$ cat src/vai_defs.svh
// Purpose: Named constants for the VME arbiter and interrupt handler
// Assumes: Included by bare name from the design files
// Notes:   Window bounds are upper 16 address bits (64KB units)
`ifndef VAI_DEFS_SVH
`define VAI_DEFS_SVH

`define VAI_NLEV         7
`define VAI_VEC_W        8
`define VAI_CFG_PRIO_BIT 0
`define VAI_CFG_REL_BIT  1
`define VAI_CFG_RESET    2'h1
`define VAI_SEL_ARB      1'b0
`define VAI_SEL_A32      1'b1
`define VAI_IO_CPU_BASE  16'h8000
`define VAI_IO_PCI_OFS   16'h8000
`define VAI_MEM_CPU_BASE 16'hA000
`define VAI_MEM_PCI_OFS  16'hA000
`define VAI_A32_RESET    16'hC000
`define VAI_A32_PCI_OFS  16'hA000
`define VAI_A32_CPU_LAST 16'hFAFF

`endif

$ cat src/vai_pkg.sv
// Purpose: Types shared by the VME arbiter and interrupt handler
// Assumes: Nothing beyond the language
// Notes:   State codes are one-hot
`default_nettype none
package vai_pkg;
    typedef enum logic [1:0] {
        VAI_SP_NONE = 2'h0,
        VAI_SP_IO   = 2'h1,
        VAI_SP_MEM  = 2'h2,
        VAI_SP_A32  = 2'h3
    } vai_space_t;

    typedef enum logic [3:0] {
        VAI_A_IDLE  = 4'h1,
        VAI_A_GRANT = 4'h2,
        VAI_A_SLOT  = 4'h4,
        VAI_A_OWN   = 4'h8
    } vai_arb_t;

    typedef enum logic [4:0] {
        VAI_I_IDLE = 5'h01,
        VAI_I_WAIT = 5'h02,
        VAI_I_ADDR = 5'h04,
        VAI_I_ACK  = 5'h08,
        VAI_I_REL  = 5'h10
    } vai_iack_t;
endpackage
`default_nettype wire

$ cat src/vai_pick.sv
// Purpose: Fixed-priority picker, lowest index wins
// Assumes: Purely combinational
// Notes:   Priority comes from structure only, nothing programmable
`default_nettype none
module vai_pick #(
    parameter int N = 8
) (
    input  wire logic [N-1:0]         req_i,
    output logic                      any_o,
    output logic [N-1:0]              onehot_o,
    output logic [$clog2(N+1)-1:0]    idx_o
);
    initial begin
        if (N < 2) $error("vai_pick needs at least two inputs");
    end

    always_comb begin
        onehot_o = '0;
        idx_o    = '0;
        any_o    = 1'b0;
        for (int i = N - 1; i >= 0; i--) begin
            if (req_i[i]) begin
                onehot_o = '0;
                onehot_o[i] = 1'b1;
                idx_o    = ($clog2(N+1))'(i);
                any_o    = 1'b1;
            end
        end
    end
endmodule
`default_nettype wire

$ cat src/vai_top.sv
// Purpose: VME system controller: bus arbiter, interrupt handler, PCI decode
// Assumes: One 125 MHz clock, synchronous active-high reset
// Notes:   Bus control pins pass a three-flop filter before use; data lines are sampled unfiltered
//
// Behaviour
// - Reset default is fixed lowest-slot priority
// - Fixed priority and release-on-request, combinable
// - Arbitration config register, processor read/write
// - Watch seven active-low interrupt request lines
// - Level seven highest, level one lowest
// - Same level: lowest slot served first
// - Priorities fixed by hardware structure
// - Route request to processor, accept acknowledge
// - Win mastership first unless already held
// - Acknowledge cycle drives level on A03-A01
// - Level valid at acknowledge falling edge
// - Acknowledge daisy chain starts lowest slot
// - Vector handed to processor unchanged
// - Decode windows on 64KB granularity
// - Default I/O and memory window translation
// - Reprogrammable A32 window, resizes memory
`include "vai_defs.svh"
`default_nettype none
module vai_top
    import vai_pkg::*;
#(
    parameter int NSLOT = 8
) (
    input  wire logic                    clock_i,
    input  wire logic                    rst_i,
    input  wire logic                    cfg_wr_i,
    input  wire logic                    cfg_sel_i,
    input  wire logic [15:0]             cfg_wdata_i,
    output logic [15:0]                  cfg_rdata_o,
    input  wire logic                    cpu_bus_req_i,
    output logic                         cpu_bus_own_o,
    input  wire logic [NSLOT-1:0]        slot_is_cpu_i,
    input  wire logic [NSLOT-1:0]        bus_req_n_i,
    output logic [NSLOT-1:0]             bus_grant_n_o,
    input  wire logic                    bbsy_n_i,
    output logic                         bbsy_o,
    output logic                         bbsy_oe_o,
    input  wire logic [`VAI_NLEV:1]      irq_n_i,
    output logic                         irq_pend_o,
    output logic [2:0]                   irq_level_o,
    input  wire logic                    cpu_iack_i,
    output logic                         iack_n_o,
    output logic                         iack_chain_n_o,
    output logic [3:1]                   vme_addr_o,
    output logic                         vme_addr_oe_o,
    input  wire logic                    dtack_n_i,
    input  wire logic [`VAI_VEC_W-1:0]   vme_data_i,
    output logic [`VAI_VEC_W-1:0]        vector_o,
    output logic                         vector_valid_o,
    input  wire logic [31:0]             cpu_addr_i,
    output logic [31:0]                  pci_addr_o,
    output vai_space_t                   space_o
);
    localparam int NIN = NSLOT + `VAI_NLEV + 2;

    initial begin
        if (NSLOT < 2 || NSLOT > 21) $error("NSLOT must be 2 to 21");
    end

    // Pin filter: change accepted once flops two and three agree
    logic [NIN-1:0] s1_reg, s2_reg, s3_reg, filt_reg;
    logic [NIN-1:0] pins;
    assign pins = {dtack_n_i, bbsy_n_i, irq_n_i, bus_req_n_i};

    always_ff @(posedge clock_i) begin
        if (rst_i) begin
            s1_reg <= '1;
            s2_reg <= '1;
            s3_reg <= '1;
        end else begin
            s1_reg <= pins;
            s2_reg <= s1_reg;
            s3_reg <= s2_reg;
        end
    end

    always_ff @(posedge clock_i) begin
        if (rst_i) begin
            filt_reg <= '1;
        end else begin
            for (int i = 0; i < NIN; i++) begin
                if (s2_reg[i] == s3_reg[i]) filt_reg[i] <= s3_reg[i];
            end
        end
    end

    logic [NSLOT-1:0]     slot_req;
    logic [`VAI_NLEV:1]   irq_act;
    logic                 bbsy_seen;
    logic                 dtack_seen;
    assign slot_req   = ~filt_reg[NSLOT-1:0] & ~slot_is_cpu_i;
    assign irq_act    = ~filt_reg[NSLOT +: `VAI_NLEV];
    assign bbsy_seen  = ~filt_reg[NIN-2];
    assign dtack_seen = ~filt_reg[NIN-1];

    // Configuration registers
    logic [1:0]  arb_cfg_reg;
    logic [15:0] a32_base_reg;
    logic        prio_en, rel_en;
    assign prio_en = arb_cfg_reg[`VAI_CFG_PRIO_BIT];
    assign rel_en  = arb_cfg_reg[`VAI_CFG_REL_BIT];

    always_ff @(posedge clock_i) begin
        if (rst_i) begin
            arb_cfg_reg <= `VAI_CFG_RESET;
        end else if (cfg_wr_i && cfg_sel_i == `VAI_SEL_ARB) begin
            arb_cfg_reg <= cfg_wdata_i[1:0];
        end
    end

    always_ff @(posedge clock_i) begin
        if (rst_i) begin
            a32_base_reg <= `VAI_A32_RESET;
        end else if (cfg_wr_i && cfg_sel_i == `VAI_SEL_A32) begin
            a32_base_reg <= cfg_wdata_i;
        end
    end

    assign cfg_rdata_o = (cfg_sel_i == `VAI_SEL_A32) ? a32_base_reg
                                                     : {14'h0000, arb_cfg_reg};

    logic [NSLOT-1:0] slot_hot;
    logic             slot_any;
    vai_pick #(.N(NSLOT)) u_slot_pick (
        .req_i    (slot_req),
        .any_o    (slot_any),
        .onehot_o (slot_hot),
        .idx_o    ()
    );

    logic [`VAI_NLEV-1:0] lev_rev;
    logic [2:0]           lev_idx;
    logic                 lev_any;
    always_comb begin
        for (int i = 0; i < `VAI_NLEV; i++) lev_rev[i] = irq_act[`VAI_NLEV - i];
    end
    vai_pick #(.N(`VAI_NLEV)) u_lev_pick (
        .req_i    (lev_rev),
        .any_o    (lev_any),
        .onehot_o (),
        .idx_o    (lev_idx)
    );
    logic [2:0] lev_win;
    assign lev_win = 3'(`VAI_NLEV) - lev_idx;

    assign irq_pend_o  = lev_any;
    assign irq_level_o = lev_any ? lev_win : 3'h0;

    vai_arb_t  arb_reg;
    vai_iack_t iack_reg;
    logic [NSLOT-1:0] grant_reg;
    logic             own_req;
    logic             slot_first;
    assign own_req = cpu_bus_req_i || (iack_reg != VAI_I_IDLE);
    // slots first under fixed priority or release
    assign slot_first = slot_any && (prio_en || rel_en || !own_req);

    always_ff @(posedge clock_i) begin
        if (rst_i) begin
            arb_reg   <= VAI_A_IDLE;
            grant_reg <= '0;
        end else begin
            case (arb_reg)
                VAI_A_IDLE: begin
                    if (slot_first && !bbsy_seen) begin
                        grant_reg <= slot_hot;
                        arb_reg   <= VAI_A_GRANT;
                    end else if (own_req && !bbsy_seen) begin
                        arb_reg <= VAI_A_OWN;
                    end
                end
                VAI_A_GRANT: begin
                    if (bbsy_seen) begin
                        grant_reg <= '0;
                        arb_reg   <= VAI_A_SLOT;
                    end
                end
                VAI_A_SLOT: begin
                    if (!bbsy_seen) arb_reg <= VAI_A_IDLE;
                end
                VAI_A_OWN: begin
                    if (!own_req) begin
                        arb_reg <= VAI_A_IDLE;
                    end else if (rel_en && slot_any && iack_reg == VAI_I_IDLE) begin
                        arb_reg <= VAI_A_IDLE;
                    end
                end
                default: begin
                    arb_reg   <= VAI_A_IDLE;
                    grant_reg <= '0;
                end
            endcase
        end
    end

    assign bus_grant_n_o = ~grant_reg;
    assign cpu_bus_own_o = (arb_reg == VAI_A_OWN);
    // Open drain: pulled low while tenure held
    assign bbsy_o    = 1'b0;
    assign bbsy_oe_o = (arb_reg != VAI_A_OWN);

    // Acknowledge cycle
    logic [2:0] ack_lev_reg;
    logic       iack_n_reg;
    logic       addr_drv_reg;
    logic [`VAI_VEC_W-1:0] vec_reg;
    logic       vec_vld_reg;

    always_ff @(posedge clock_i) begin
        if (rst_i) begin
            iack_reg     <= VAI_I_IDLE;
            ack_lev_reg  <= 3'h0;
            iack_n_reg   <= 1'b1;
            addr_drv_reg <= 1'b0;
        end else begin
            case (iack_reg)
                VAI_I_IDLE: begin
                    if (cpu_iack_i && lev_any) begin
                        ack_lev_reg <= lev_win;
                        iack_reg    <= VAI_I_WAIT;
                    end
                end
                VAI_I_WAIT: begin
                    if (arb_reg == VAI_A_OWN) begin
                        addr_drv_reg <= 1'b1;
                        iack_reg     <= VAI_I_ADDR;
                    end
                end
                // level settles a cycle before falling edge
                VAI_I_ADDR: begin
                    iack_n_reg <= 1'b0;
                    iack_reg   <= VAI_I_ACK;
                end
                VAI_I_ACK: begin
                    if (dtack_seen) begin
                        iack_n_reg   <= 1'b1;
                        addr_drv_reg <= 1'b0;
                        iack_reg     <= VAI_I_REL;
                    end
                end
                VAI_I_REL: begin
                    if (!dtack_seen) iack_reg <= VAI_I_IDLE;
                end
                default: begin
                    iack_reg     <= VAI_I_IDLE;
                    iack_n_reg   <= 1'b1;
                    addr_drv_reg <= 1'b0;
                end
            endcase
        end
    end

    always_ff @(posedge clock_i) begin
        if (rst_i) begin
            vec_reg     <= '0;
            vec_vld_reg <= 1'b0;
        end else begin
            vec_vld_reg <= 1'b0;
            if (iack_reg == VAI_I_ACK && dtack_seen) begin
                vec_reg     <= vme_data_i;
                vec_vld_reg <= 1'b1;
            end
        end
    end

    // level on A03-A01 with IACK low
    // chain entry is the lowest slot
    assign iack_n_o       = iack_n_reg;
    assign iack_chain_n_o = iack_n_reg;
    assign vme_addr_o     = ack_lev_reg;
    assign vme_addr_oe_o  = !addr_drv_reg;
    assign vector_o       = vec_reg;
    assign vector_valid_o = vec_vld_reg;

    // decode on upper 16 bits only
    logic [15:0] up;
    assign up = cpu_addr_i[31:16];

    // window translation; memory ends at A32 base
    always_ff @(posedge clock_i) begin
        if (rst_i) begin
            pci_addr_o <= '0;
            space_o    <= VAI_SP_NONE;
        end else if (up >= a32_base_reg && up <= `VAI_A32_CPU_LAST) begin
            pci_addr_o <= {up - `VAI_A32_PCI_OFS, cpu_addr_i[15:0]};
            space_o    <= VAI_SP_A32;
        end else if (up >= `VAI_MEM_CPU_BASE && up < a32_base_reg) begin
            pci_addr_o <= {up - `VAI_MEM_PCI_OFS, cpu_addr_i[15:0]};
            space_o    <= VAI_SP_MEM;
        end else if (up >= `VAI_IO_CPU_BASE && up < `VAI_MEM_CPU_BASE) begin
            pci_addr_o <= {up - `VAI_IO_PCI_OFS, cpu_addr_i[15:0]};
            space_o    <= VAI_SP_IO;
        end else begin
            pci_addr_o <= '0;
            space_o    <= VAI_SP_NONE;
        end
    end

    // Checks
    a_reset_cfg: assert property (@(posedge clock_i)
        $fell(rst_i) |-> arb_cfg_reg == `VAI_CFG_RESET)
        else $error("config reset value wrong");
    a_grant_lowest: assert property (@(posedge clock_i) disable iff (rst_i)
        (arb_reg == VAI_A_IDLE && slot_any && prio_en && !bbsy_seen)
        |=> grant_reg == $past(slot_hot))
        else $error("grant not lowest slot");
    a_grant_one: assert property (@(posedge clock_i) disable iff (rst_i)
        $onehot0(grant_reg) && !(cpu_bus_own_o && grant_reg != '0))
        else $error("multiple grants");
    a_level_top: assert property (@(posedge clock_i) disable iff (rst_i)
        irq_act[`VAI_NLEV] |-> irq_level_o == 3'h7)
        else $error("level seven not chosen");
    a_level_low: assert property (@(posedge clock_i) disable iff (rst_i)
        (irq_act == 7'h01) |-> irq_level_o == 3'h1)
        else $error("level one not chosen");
    a_iack_owner: assert property (@(posedge clock_i) disable iff (rst_i)
        !iack_n_o |-> cpu_bus_own_o)
        else $error("acknowledge without mastership");
    a_addr_before: assert property (@(posedge clock_i) disable iff (rst_i)
        $fell(iack_n_o) |-> !vme_addr_oe_o && !$past(vme_addr_oe_o)
        && vme_addr_o == $past(vme_addr_o))
        else $error("level not settled at falling edge");
    a_vec_pass: assert property (@(posedge clock_i) disable iff (rst_i)
        (iack_reg == VAI_I_ACK && dtack_seen) |=> vector_valid_o
        && vector_o == $past(vme_data_i) ##1 !vector_valid_o)
        else $error("vector altered or not one pulse");
    a_win_io: assert property (@(posedge clock_i) disable iff (rst_i)
        (cpu_addr_i == 32'h8000_0000) |=> space_o == VAI_SP_IO
        && pci_addr_o == 32'h0000_0000)
        else $error("io window wrong");

    c_slot_grant: cover property (@(posedge clock_i) disable iff (rst_i)
        arb_reg == VAI_A_GRANT ##[1:20] arb_reg == VAI_A_SLOT);
    c_iack_done: cover property (@(posedge clock_i) disable iff (rst_i)
        vector_valid_o);
    c_release: cover property (@(posedge clock_i) disable iff (rst_i)
        arb_reg == VAI_A_OWN && rel_en && slot_any ##1 arb_reg == VAI_A_IDLE);
endmodule
`default_nettype wire

$ cat config.mk
export PLATFORM = sky130hd
export DESIGN_NAME = vai_top
export DESIGN_NICKNAME = d
export VERILOG_FILES = /design/src/vai_pkg.sv /design/src/vai_pick.sv /design/src/vai_top.sv
export VERILOG_INCLUDE_DIRS = /design/src
export SDC_FILE = /design/constraint.sdc
export NUM_CORES = 1
export LEC_CHECK = 0
export ABC_CLOCK_PERIOD_IN_PS = 8250
export BUFFER_PORTS_ARGS = -buffer_cell sky130_fd_sc_hd__clkbuf_2
export CORE_MARGIN = 1
export CORE_UTILIZATION = 45
export CTS_CLUSTER_SIZE = 24
export DETAILED_ROUTE_END_ITERATION = 7
export GPL_TIMING_DRIVEN = 1
export HOLD_SLACK_MARGIN = 0.05
export PLACE_DENSITY = 0.82
export RECOVER_POWER = 25
export REMOVE_ABC_BUFFERS = 1
export SLEW_MARGIN = 10
export SYNTH_ARGS = -nofsm -noshare
export SYNTH_HDL_FRONTEND = slang
export SYNTH_SLANG_ARGS = --single-unit
$ cat constraint.sdc
create_clock -name clock_i -period 8.25 [get_ports clock_i]
set_clock_uncertainty 0.1 [all_clocks]
set_input_delay 2.475 -clock clock_i [delete_from_list [all_inputs] [get_ports clock_i]]
set_output_delay 2.475 -clock clock_i [all_outputs]
set_load 0.02 [all_outputs]
==> run_results.csv, run 1 <==
group,metric,value,unit
outcome,status,"finished with violations",
outcome,violations,"max-capacitance violations, max-slew violations",
synth,async_flop_share,0,%
routing,route.detailed.drc,0,
floorplan,floorplan.core_area,12800,µm²
global_routing,grt_pass1_vias,4352,
global_routing,global_route.usage.total,19.8,%
routing,detailroute.via_count,4967,
floorplan,floorplan.initialDensity,46.7,%
clock_tree,cts.repair_timing.setup_buffer_count,0,
placed_design,detailedPlacementHpwl,9.10,mm
synth,synth_top_area_share,50.7,%
finish,drive_above_1_share,30.2,%
global_routing,antenna_found_initial,0,
routing,dr.first_iter.drc_count,219,
worst_setup_path,worst_ep_required_time,5.68,ns
synth,syn_inst,660,
sta,hold_violations,0,
power_and_ir_drop,power.share.clock,45.2,%
clock_tree,h-tree-depth,4,
floorplan,die_area,13700,µm²
sta,worst_pin_slew,2.49,ns
synth,ys_warn_count,0,
worst_setup_path,worstPathArrival,3.27,ns
power_and_ir_drop,combinationalPowerShare,10.4,%
routing,per_cell_via_count_in_the_routed_design,5.02,
floorplan,boundaryPins,167,
finish,most_common_cell_after_layout_fill_and_taps_aside,"sky130_fd_sc_hd__clkbuf_2",
global_routing,grt_pass1_wl,20.6,mm
synth,synth.cell_area,5970,µm²
sta,period_minus_slack,5.84,ns
sta,min_period_over_period,70.8,%
power_and_ir_drop,p_leak,3.23,nW
sta,grt_setup_unrepaired,"no",
power_and_ir_drop,power_per_cell_area,234,nW/µm²
finish,finish.utilization,58.5,%
synth,number_of_different_library_cells_in_the_post_synthesis_netlist,58,
finish,final_cell_mix,"154 x sky130_fd_sc_hd__clkbuf_2, 151 x sky130_fd_sc_hd__dfxtp_1, 62 x sky130_fd_sc_hd__inv_1, 56 x sky130_fd_sc_hd__nor2_1, 51 x sky130_fd_sc_hd__or2_2",
sta,worst_slew_margin_rel,-65.7,%
worst_setup_path,worstPathMaxFanout,19,
sta,fmax,0.171,GHz
routing,drt-wirelength-per-cell,13.1,µm
placed_design,dp_slack,2.40,ns
synth,avgSynthCellArea,9.04,µm²
placed_design,routabilityCongestion,0.806,
floorplan,dieWidth,117,µm
power_and_ir_drop,worst_ir_drop_vdd,0.156,mV
finish,synthToLayoutAreaGrowth,25.2,%
finish,design_area,7470,µm²
power_and_ir_drop,total_switching_power,432,µW
sta,setup_violations,0,
clock_tree,clock_sink_count,151,
power_and_ir_drop,cell_internal_pwr,1.31,mW
placed_design,port_buffers,165,
finish,layoutNonFillerInstCount,990,
worst_setup_path,timing.setup.critical_path_class,"primary input to output port",
synth,synth_ff_type,"sky130_fd_sc_hd__dfxtp_1",
synth,synth_sequential_area_ratio,50.7,%
clock_tree,cts_tree,"built",
placed_design,placedInstanceArea,6880,µm²
sta,slew_limit_fails,67,
flow_run,maxCapViolCount,1,
placed_design,number_of_cells_in_the_design_after_placement,959,
synth,yosys_register_bits,151,
clock_tree,insertion_delay,0.42,ns
synth,count_of_flip_flops_with_a_built_in_enable_after_synthesis,0,
finish,filler_cell_count,1127,
routing,antenna_left,0,
routing,drt_pass1_iterations,4,
clock_tree,cts_hold_buf,0,
floorplan,core.rowCount,41,
finish,largest_reg_flops,32,
finish,most_flop_heavy_register,"pci_addr_o",
clock_tree,clock_tree_root_driver_cell,"sky130_fd_sc_hd__clkbuf_16",
min_path,holdCritPathClass,"register to register",
finish,antenna-diode-count,0,
global_routing,grt_max_degree,67,
clock_tree,cts_made_buffers,17,
routing,routed_wirelength,13.0,mm
clock_tree,clk_path_buf_depth,2,
global_routing,grt_overflow_total,0,
sta,worst_slack,2.41,ns
floorplan,die-height,117,µm
finish,final_net_count,911,
clock_tree,post_cts_resize_count,0,
clock_tree,clkSlewWorstSetupHoldPaths,0.06,ns
power_and_ir_drop,power_switching_share,24.7,%
synth,netlist_top_cells_area,"sky130_fd_sc_hd__dfxtp_1 51%, sky130_fd_sc_hd__or2_2 5.3%, sky130_fd_sc_hd__a311oi_1 4.3%",
power_and_ir_drop,pwr-share-seq,44.4,%
worst_setup_path,worst_setup_path_start_kind,"primary input",
worst_setup_path,timing.critical_path.to_type,"output port",
synth,synth_top_area_cell,"sky130_fd_sc_hd__dfxtp_1",
sta,finalSetupTns,0,ns
## final timing paths
check / slack (ns) / end / from / cells past startpoint
setup / recovery: 2.41 / cfg_rdata_o[1] / cfg_sel_i / 3
hold reg to reg: 0.31 / s2_reg[4]$_SDFF_PP1_ / s1_reg[4]$_SDFF_PP1_ / 1
hold / removal: 0.31 / s2_reg[4]$_SDFF_PP1_ / s1_reg[4]$_SDFF_PP1_ / 1
setup reg to reg: 5.31 / pci_addr_o[11]$_SDFF_PP0_ / a32_base_reg[15]$_SDFFE_PP1P_ / 7
## final cells by class
cell class / count / area [µm²] / area share [%]
repair buffers: 167 / 827 / 11.1
clock buffers: 18 / 439 / 5.88
multi-input cells: 406 / 2560 / 34.2
inverters: 63 / 236 / 3.17
well taps: 172 / 215 / 2.88
flip-flops and latches: 151 / 3020 / 40.5
clock inverters: 13 / 169 / 2.26
## Yosys cell counts (all sizes together), types with 2 or more instances
cell / count
a311oi: 29
or2: 54
nor2: 56
nor4: 6
nor2b: 4
dfxtp: 151
nor3b: 2
nand3b: 2
buf: 5
or4: 3
a32oi: 2
o22ai: 3
clkbuf: 35
a211oi: 5
mux2: 2
nand2b: 3
or4b: 3
or3: 4
and2: 17
a31oi: 2
o21a: 2
o32ai: 2
a211o: 3
mux2i: 13
nor4b: 3
o221a: 2
ha: 18
xor2: 2
inv: 62
o21ai: 31
a21oi: 51
nor3: 3
nand2: 49
nand4: 7
a21o: 2
nand3: 7
o211ai: 3
## power groups by stage
stage	Combinational (mW)	Sequential, mW	Clock, mW
after floorplan	0.0888	0.806	0
after global placement	0.179	0.791	0
after detailed placement	0.182	0.792	0
after CTS	0.183	0.776	0.806
after global routing	0.200	0.779	0.835
final	0.182	0.776	0.790
## critical path: stages
cell	delay, ns
sky130_fd_sc_hd__clkbuf_2	0.26
sky130_fd_sc_hd__mux2_2	0.37
sky130_fd_sc_hd__clkbuf_2	0.15
## routing by layer
metal | part of all wire, % | wire length (µm) | track usage (%) | vias to the layer above
li1 | - | - | - | 2549
met1 | 46 | 6030 | 24.8 | 2268
met2 | 46 | 6050 | 31.3 | 128
met3 | 4.7 | 616 | 5.41 | 22
met4 | 2.4 | 314 | 9.87 | 0
met5 | 0 | 0 | 0 | -
## metrics by stage
| step | power, mW | hold slack, ns |
|---|---|---|
| 2_1_floorplan | 0.895 | 0.289 |
| 3_3_place_gp | 0.970 | 0.291 |
| 3_5_place_dp | 0.974 | 0.294 |
| 4_1_cts | 1.76 | 0.309 |
| 5_1_grt | 1.81 | 0.316 |
| 6_report | 1.75 | 0.306 |
## cells by family after synthesis
| group | count (synthesis) | share of synthesized area, % |
|---|---|---|
| AO/OA/AOI/OAI | 145 | 16.1 |
| adder cells (fa/ha/maj) | 18 | 3.78 |
| buffers and inverters | 103 | 6.88 |
| multiplexers | 15 | 2.56 |
| other | 1 | 0.0629 |
| AND/OR/NAND/NOR | 224 | 19.5 |
| flip-flops | 151 | 50.7 |
| XOR/XNOR | 3 | 0.441 |
Power figures use the tool's default switching activity.
==> inputs of run 2 (changes only) <==
- ABC_CLOCK_PERIOD_IN_PS: 8250 -> 5020
- PLACE_DENSITY: 0.82 -> 0.85
- clock period: 8.25 -> 5.02 ns (I/O delays scaled with it)
==> run 2 against run 1 <==
Net effect:
- first-iteration DRC count grew 17%
- final cell count is the same
- core utilization barely moved
- register-to-register slack worse by 3.2 ns
- critical path type unchanged
- non-clock buffer count unchanged
- largest power group unchanged
- die area unchanged
- worst setup slack worse by 1.6 ns
- via count grew 1.3%
- clock power grew 63%
- the run now ends clean
- combinational power grew 67%
- largest cell class unchanged
==> run_results.csv, run 2 (same netlist as run 1, synthesis figures left out) <==
group,metric,value,unit
finish,largest_reg_flops,32,
worst_setup_path,rr_endpoint,"pci_addr_o[7]$_SDFF_PP0_",
outcome,status,"completed",
routing,route.detailed.drc,0,
sta,worst_slew_margin_rel,19.2,%
worst_setup_path,worstPathMaxFanout,19,
placed_design,dp_slack,0.900,ns
global_routing,global_route.usage.total,20.8,%
clock_tree,cts_tree,"built",
sta,period_minus_slack,4.19,ns
power_and_ir_drop,power.share.clock,45.0,%
min_path,hold-path-endpoint,"s2_reg[2]$_SDFF_PP1_",
worst_setup_path,rrSetupSlack,2.11,ns
global_routing,grt_max_degree,66,
global_routing,grt_pass1_wl,21.7,mm
clock_tree,insertion_delay,0.42,ns
finish,final_net_count,911,
finish,drive_above_1_share,30.4,%
global_routing,grt_overflow_total,0,
clock_tree,clk_path_buf_depth,2,
clock_tree,h-tree-depth,4,
global_routing,antenna_found_initial,0,
worst_setup_path,cp_slowest_stage_delay,0.50,ns
finish,most_flop_heavy_register,"pci_addr_o",
sta,final.hold.worst_slack,0.306,ns
floorplan,floorplan.core_area,12800,µm²
floorplan,die-height,117,µm
power_and_ir_drop,power_switching_share,24.5,%
worst_setup_path,worst_ep_required_time,3.41,ns
clock_tree,cts_made_buffers,17,
finish,most_common_cell_after_layout_fill_and_taps_aside,"sky130_fd_sc_hd__clkbuf_2",
global_routing,grt_pass1_vias,4620,
sta,worst_pin_slew,1.21,ns
worst_setup_path,timing.critical_path.cells,"clkbuf_1 -> mux2_2 -> clkbuf_2",
min_path,min_path_cells,1,
routing,drt-wirelength-per-cell,13.8,µm
worst_setup_path,timing.setup.critical_path_class,"primary input to output port",
worst_setup_path,timing.critical_path.to_type,"output port",
power_and_ir_drop,power_per_cell_area,385,nW/µm²
sta,hold_violations,0,
routing,drt_pass1_iterations,4,
finish,antenna-diode-count,0,
worst_setup_path,worst_setup_path_start_kind,"primary input",
worst_setup_path,worst_flop_to_flop_path_startpoint,"a32_base_reg[10]$_SDFFE_PP0P_",
sta,worst_slack,0.828,ns
power_and_ir_drop,p_leak,3.24,nW
floorplan,boundaryPins,167,
finish,finish.utilization,58.4,%
clock_tree,clock_tree_root_driver_cell,"sky130_fd_sc_hd__clkbuf_16",
clock_tree,cts.repair_timing.setup_buffer_count,0,
finish,final_cell_mix,"158 x sky130_fd_sc_hd__clkbuf_2, 151 x sky130_fd_sc_hd__dfxtp_1, 62 x sky130_fd_sc_hd__inv_1, 56 x sky130_fd_sc_hd__nor2_1, 51 x sky130_fd_sc_hd__or2_2",
finish,filler_cell_count,1153,
routing,routed_wirelength,13.7,mm
floorplan,die_area,13700,µm²
power_and_ir_drop,worst_ir_drop_vdd,0.294,mV
floorplan,dieWidth,117,µm
power_and_ir_drop,cell_internal_pwr,2.17,mW
finish,synthToLayoutAreaGrowth,25.1,%
min_path,timing.hold.worst.start,"s1_reg[2]$_SDFF_PP1_",
clock_tree,clock_sink_count,151,
sta,setup_violations,0,
routing,antenna_left,0,
sta,grt_setup_unrepaired,"no",
routing,dr.first_iter.drc_count,256,
min_path,holdCritPathClass,"register to register",
power_and_ir_drop,pwr-share-seq,44.4,%
placed_design,routabilityCongestion,0.917,
worst_setup_path,r2r_cells,8,
routing,detailroute.via_count,5034,
flow_run,maxCapViolCount,0,
power_and_ir_drop,overall_power_consumption,2.87,mW
floorplan,core.rowCount,41,
sta,fmax,0.239,GHz
worst_setup_path,cp_slowest_cell,"sky130_fd_sc_hd__clkbuf_1",
sta,slew_limit_fails,0,
placed_design,detailedPlacementHpwl,9.69,mm
clock_tree,post_cts_resize_count,0,
sta,finalSetupTns,0,ns
power_and_ir_drop,combinationalPowerShare,10.6,%
floorplan,floorplan.initialDensity,46.7,%
sta,min_period_over_period,83.5,%
placed_design,port_buffers,165,
worst_setup_path,worstPathArrival,2.59,ns
clock_tree,clkSlewWorstSetupHoldPaths,0.06,ns
routing,per_cell_via_count_in_the_routed_design,5.08,
clock_tree,cts_hold_buf,0,
power_and_ir_drop,total_switching_power,703,µW
## run 2: cell types whose count changed in the layout (fill, tap and decap cells not counted), sizes merged
cell and change:
clkbuf +2, clkinv +2, inv -4
## run 2: metrics by stage
| stage | cell area, µm² | std cells |
|---|---|---|
| after floorplan | 5790 | 620 |
| after global placement | 6880 | 959 |
| after detailed placement | 6880 | 959 |
| after CTS | 7480 | 990 |
| after global routing | 7460 | 990 |
| final | 7460 | 990 |
## run 2: worst max-delay path by stage
stage                                end  slack, ns           start  cells after the start
2_1_floorplan   pci_addr_o[0]$_SDFF_PP0_       0.73  cpu_addr_i[27]                      7
3_3_place_gp   pci_addr_o[13]$_SDFF_PP0_       1.01  cpu_addr_i[25]                      8
3_5_place_dp   pci_addr_o[18]$_SDFF_PP0_       0.90  cpu_addr_i[29]                      7
4_1_cts                   cfg_rdata_o[0]       1.09       cfg_sel_i                      3
5_1_grt                   cfg_rdata_o[0]       0.74       cfg_sel_i                      3
6_report                  cfg_rdata_o[0]       0.83       cfg_sel_i                      3
## run 2: power by group through the flow
stage / registers [mW] / logic (mW) / clock network (mW)
after detailed placement: 1.30 / 0.304 / 0
after global placement: 1.30 / 0.298 / 0
after CTS: 1.28 / 0.306 / 1.32
final: 1.27 / 0.304 / 1.29
after floorplan: 1.32 / 0.146 / 0
after global routing: 1.28 / 0.336 / 1.37
## run 2: worst max-delay path: cells and delay by family
kind                   cells  cell delay, ns
buffers and inverters      2            0.66
muxes                      1            0.42
## run 2: final cells by class
class	instances	area [µm²]	share of cell area, %
inverter	63	236	3.17
timing repair buffer	167	832	11.2
tap	172	215	2.88
clock buffer	20	457	6.12
sequential	151	3020	40.5
clock inverter	11	148	1.98
multi-input combinational	406	2550	34.2
## run 2: routing by layer
metal	GRT usage, %	routed length [µm]
met5	0	0
met4	10.3	357
met3	6.75	806
met2	33.5	6540
met1	25.1	6010
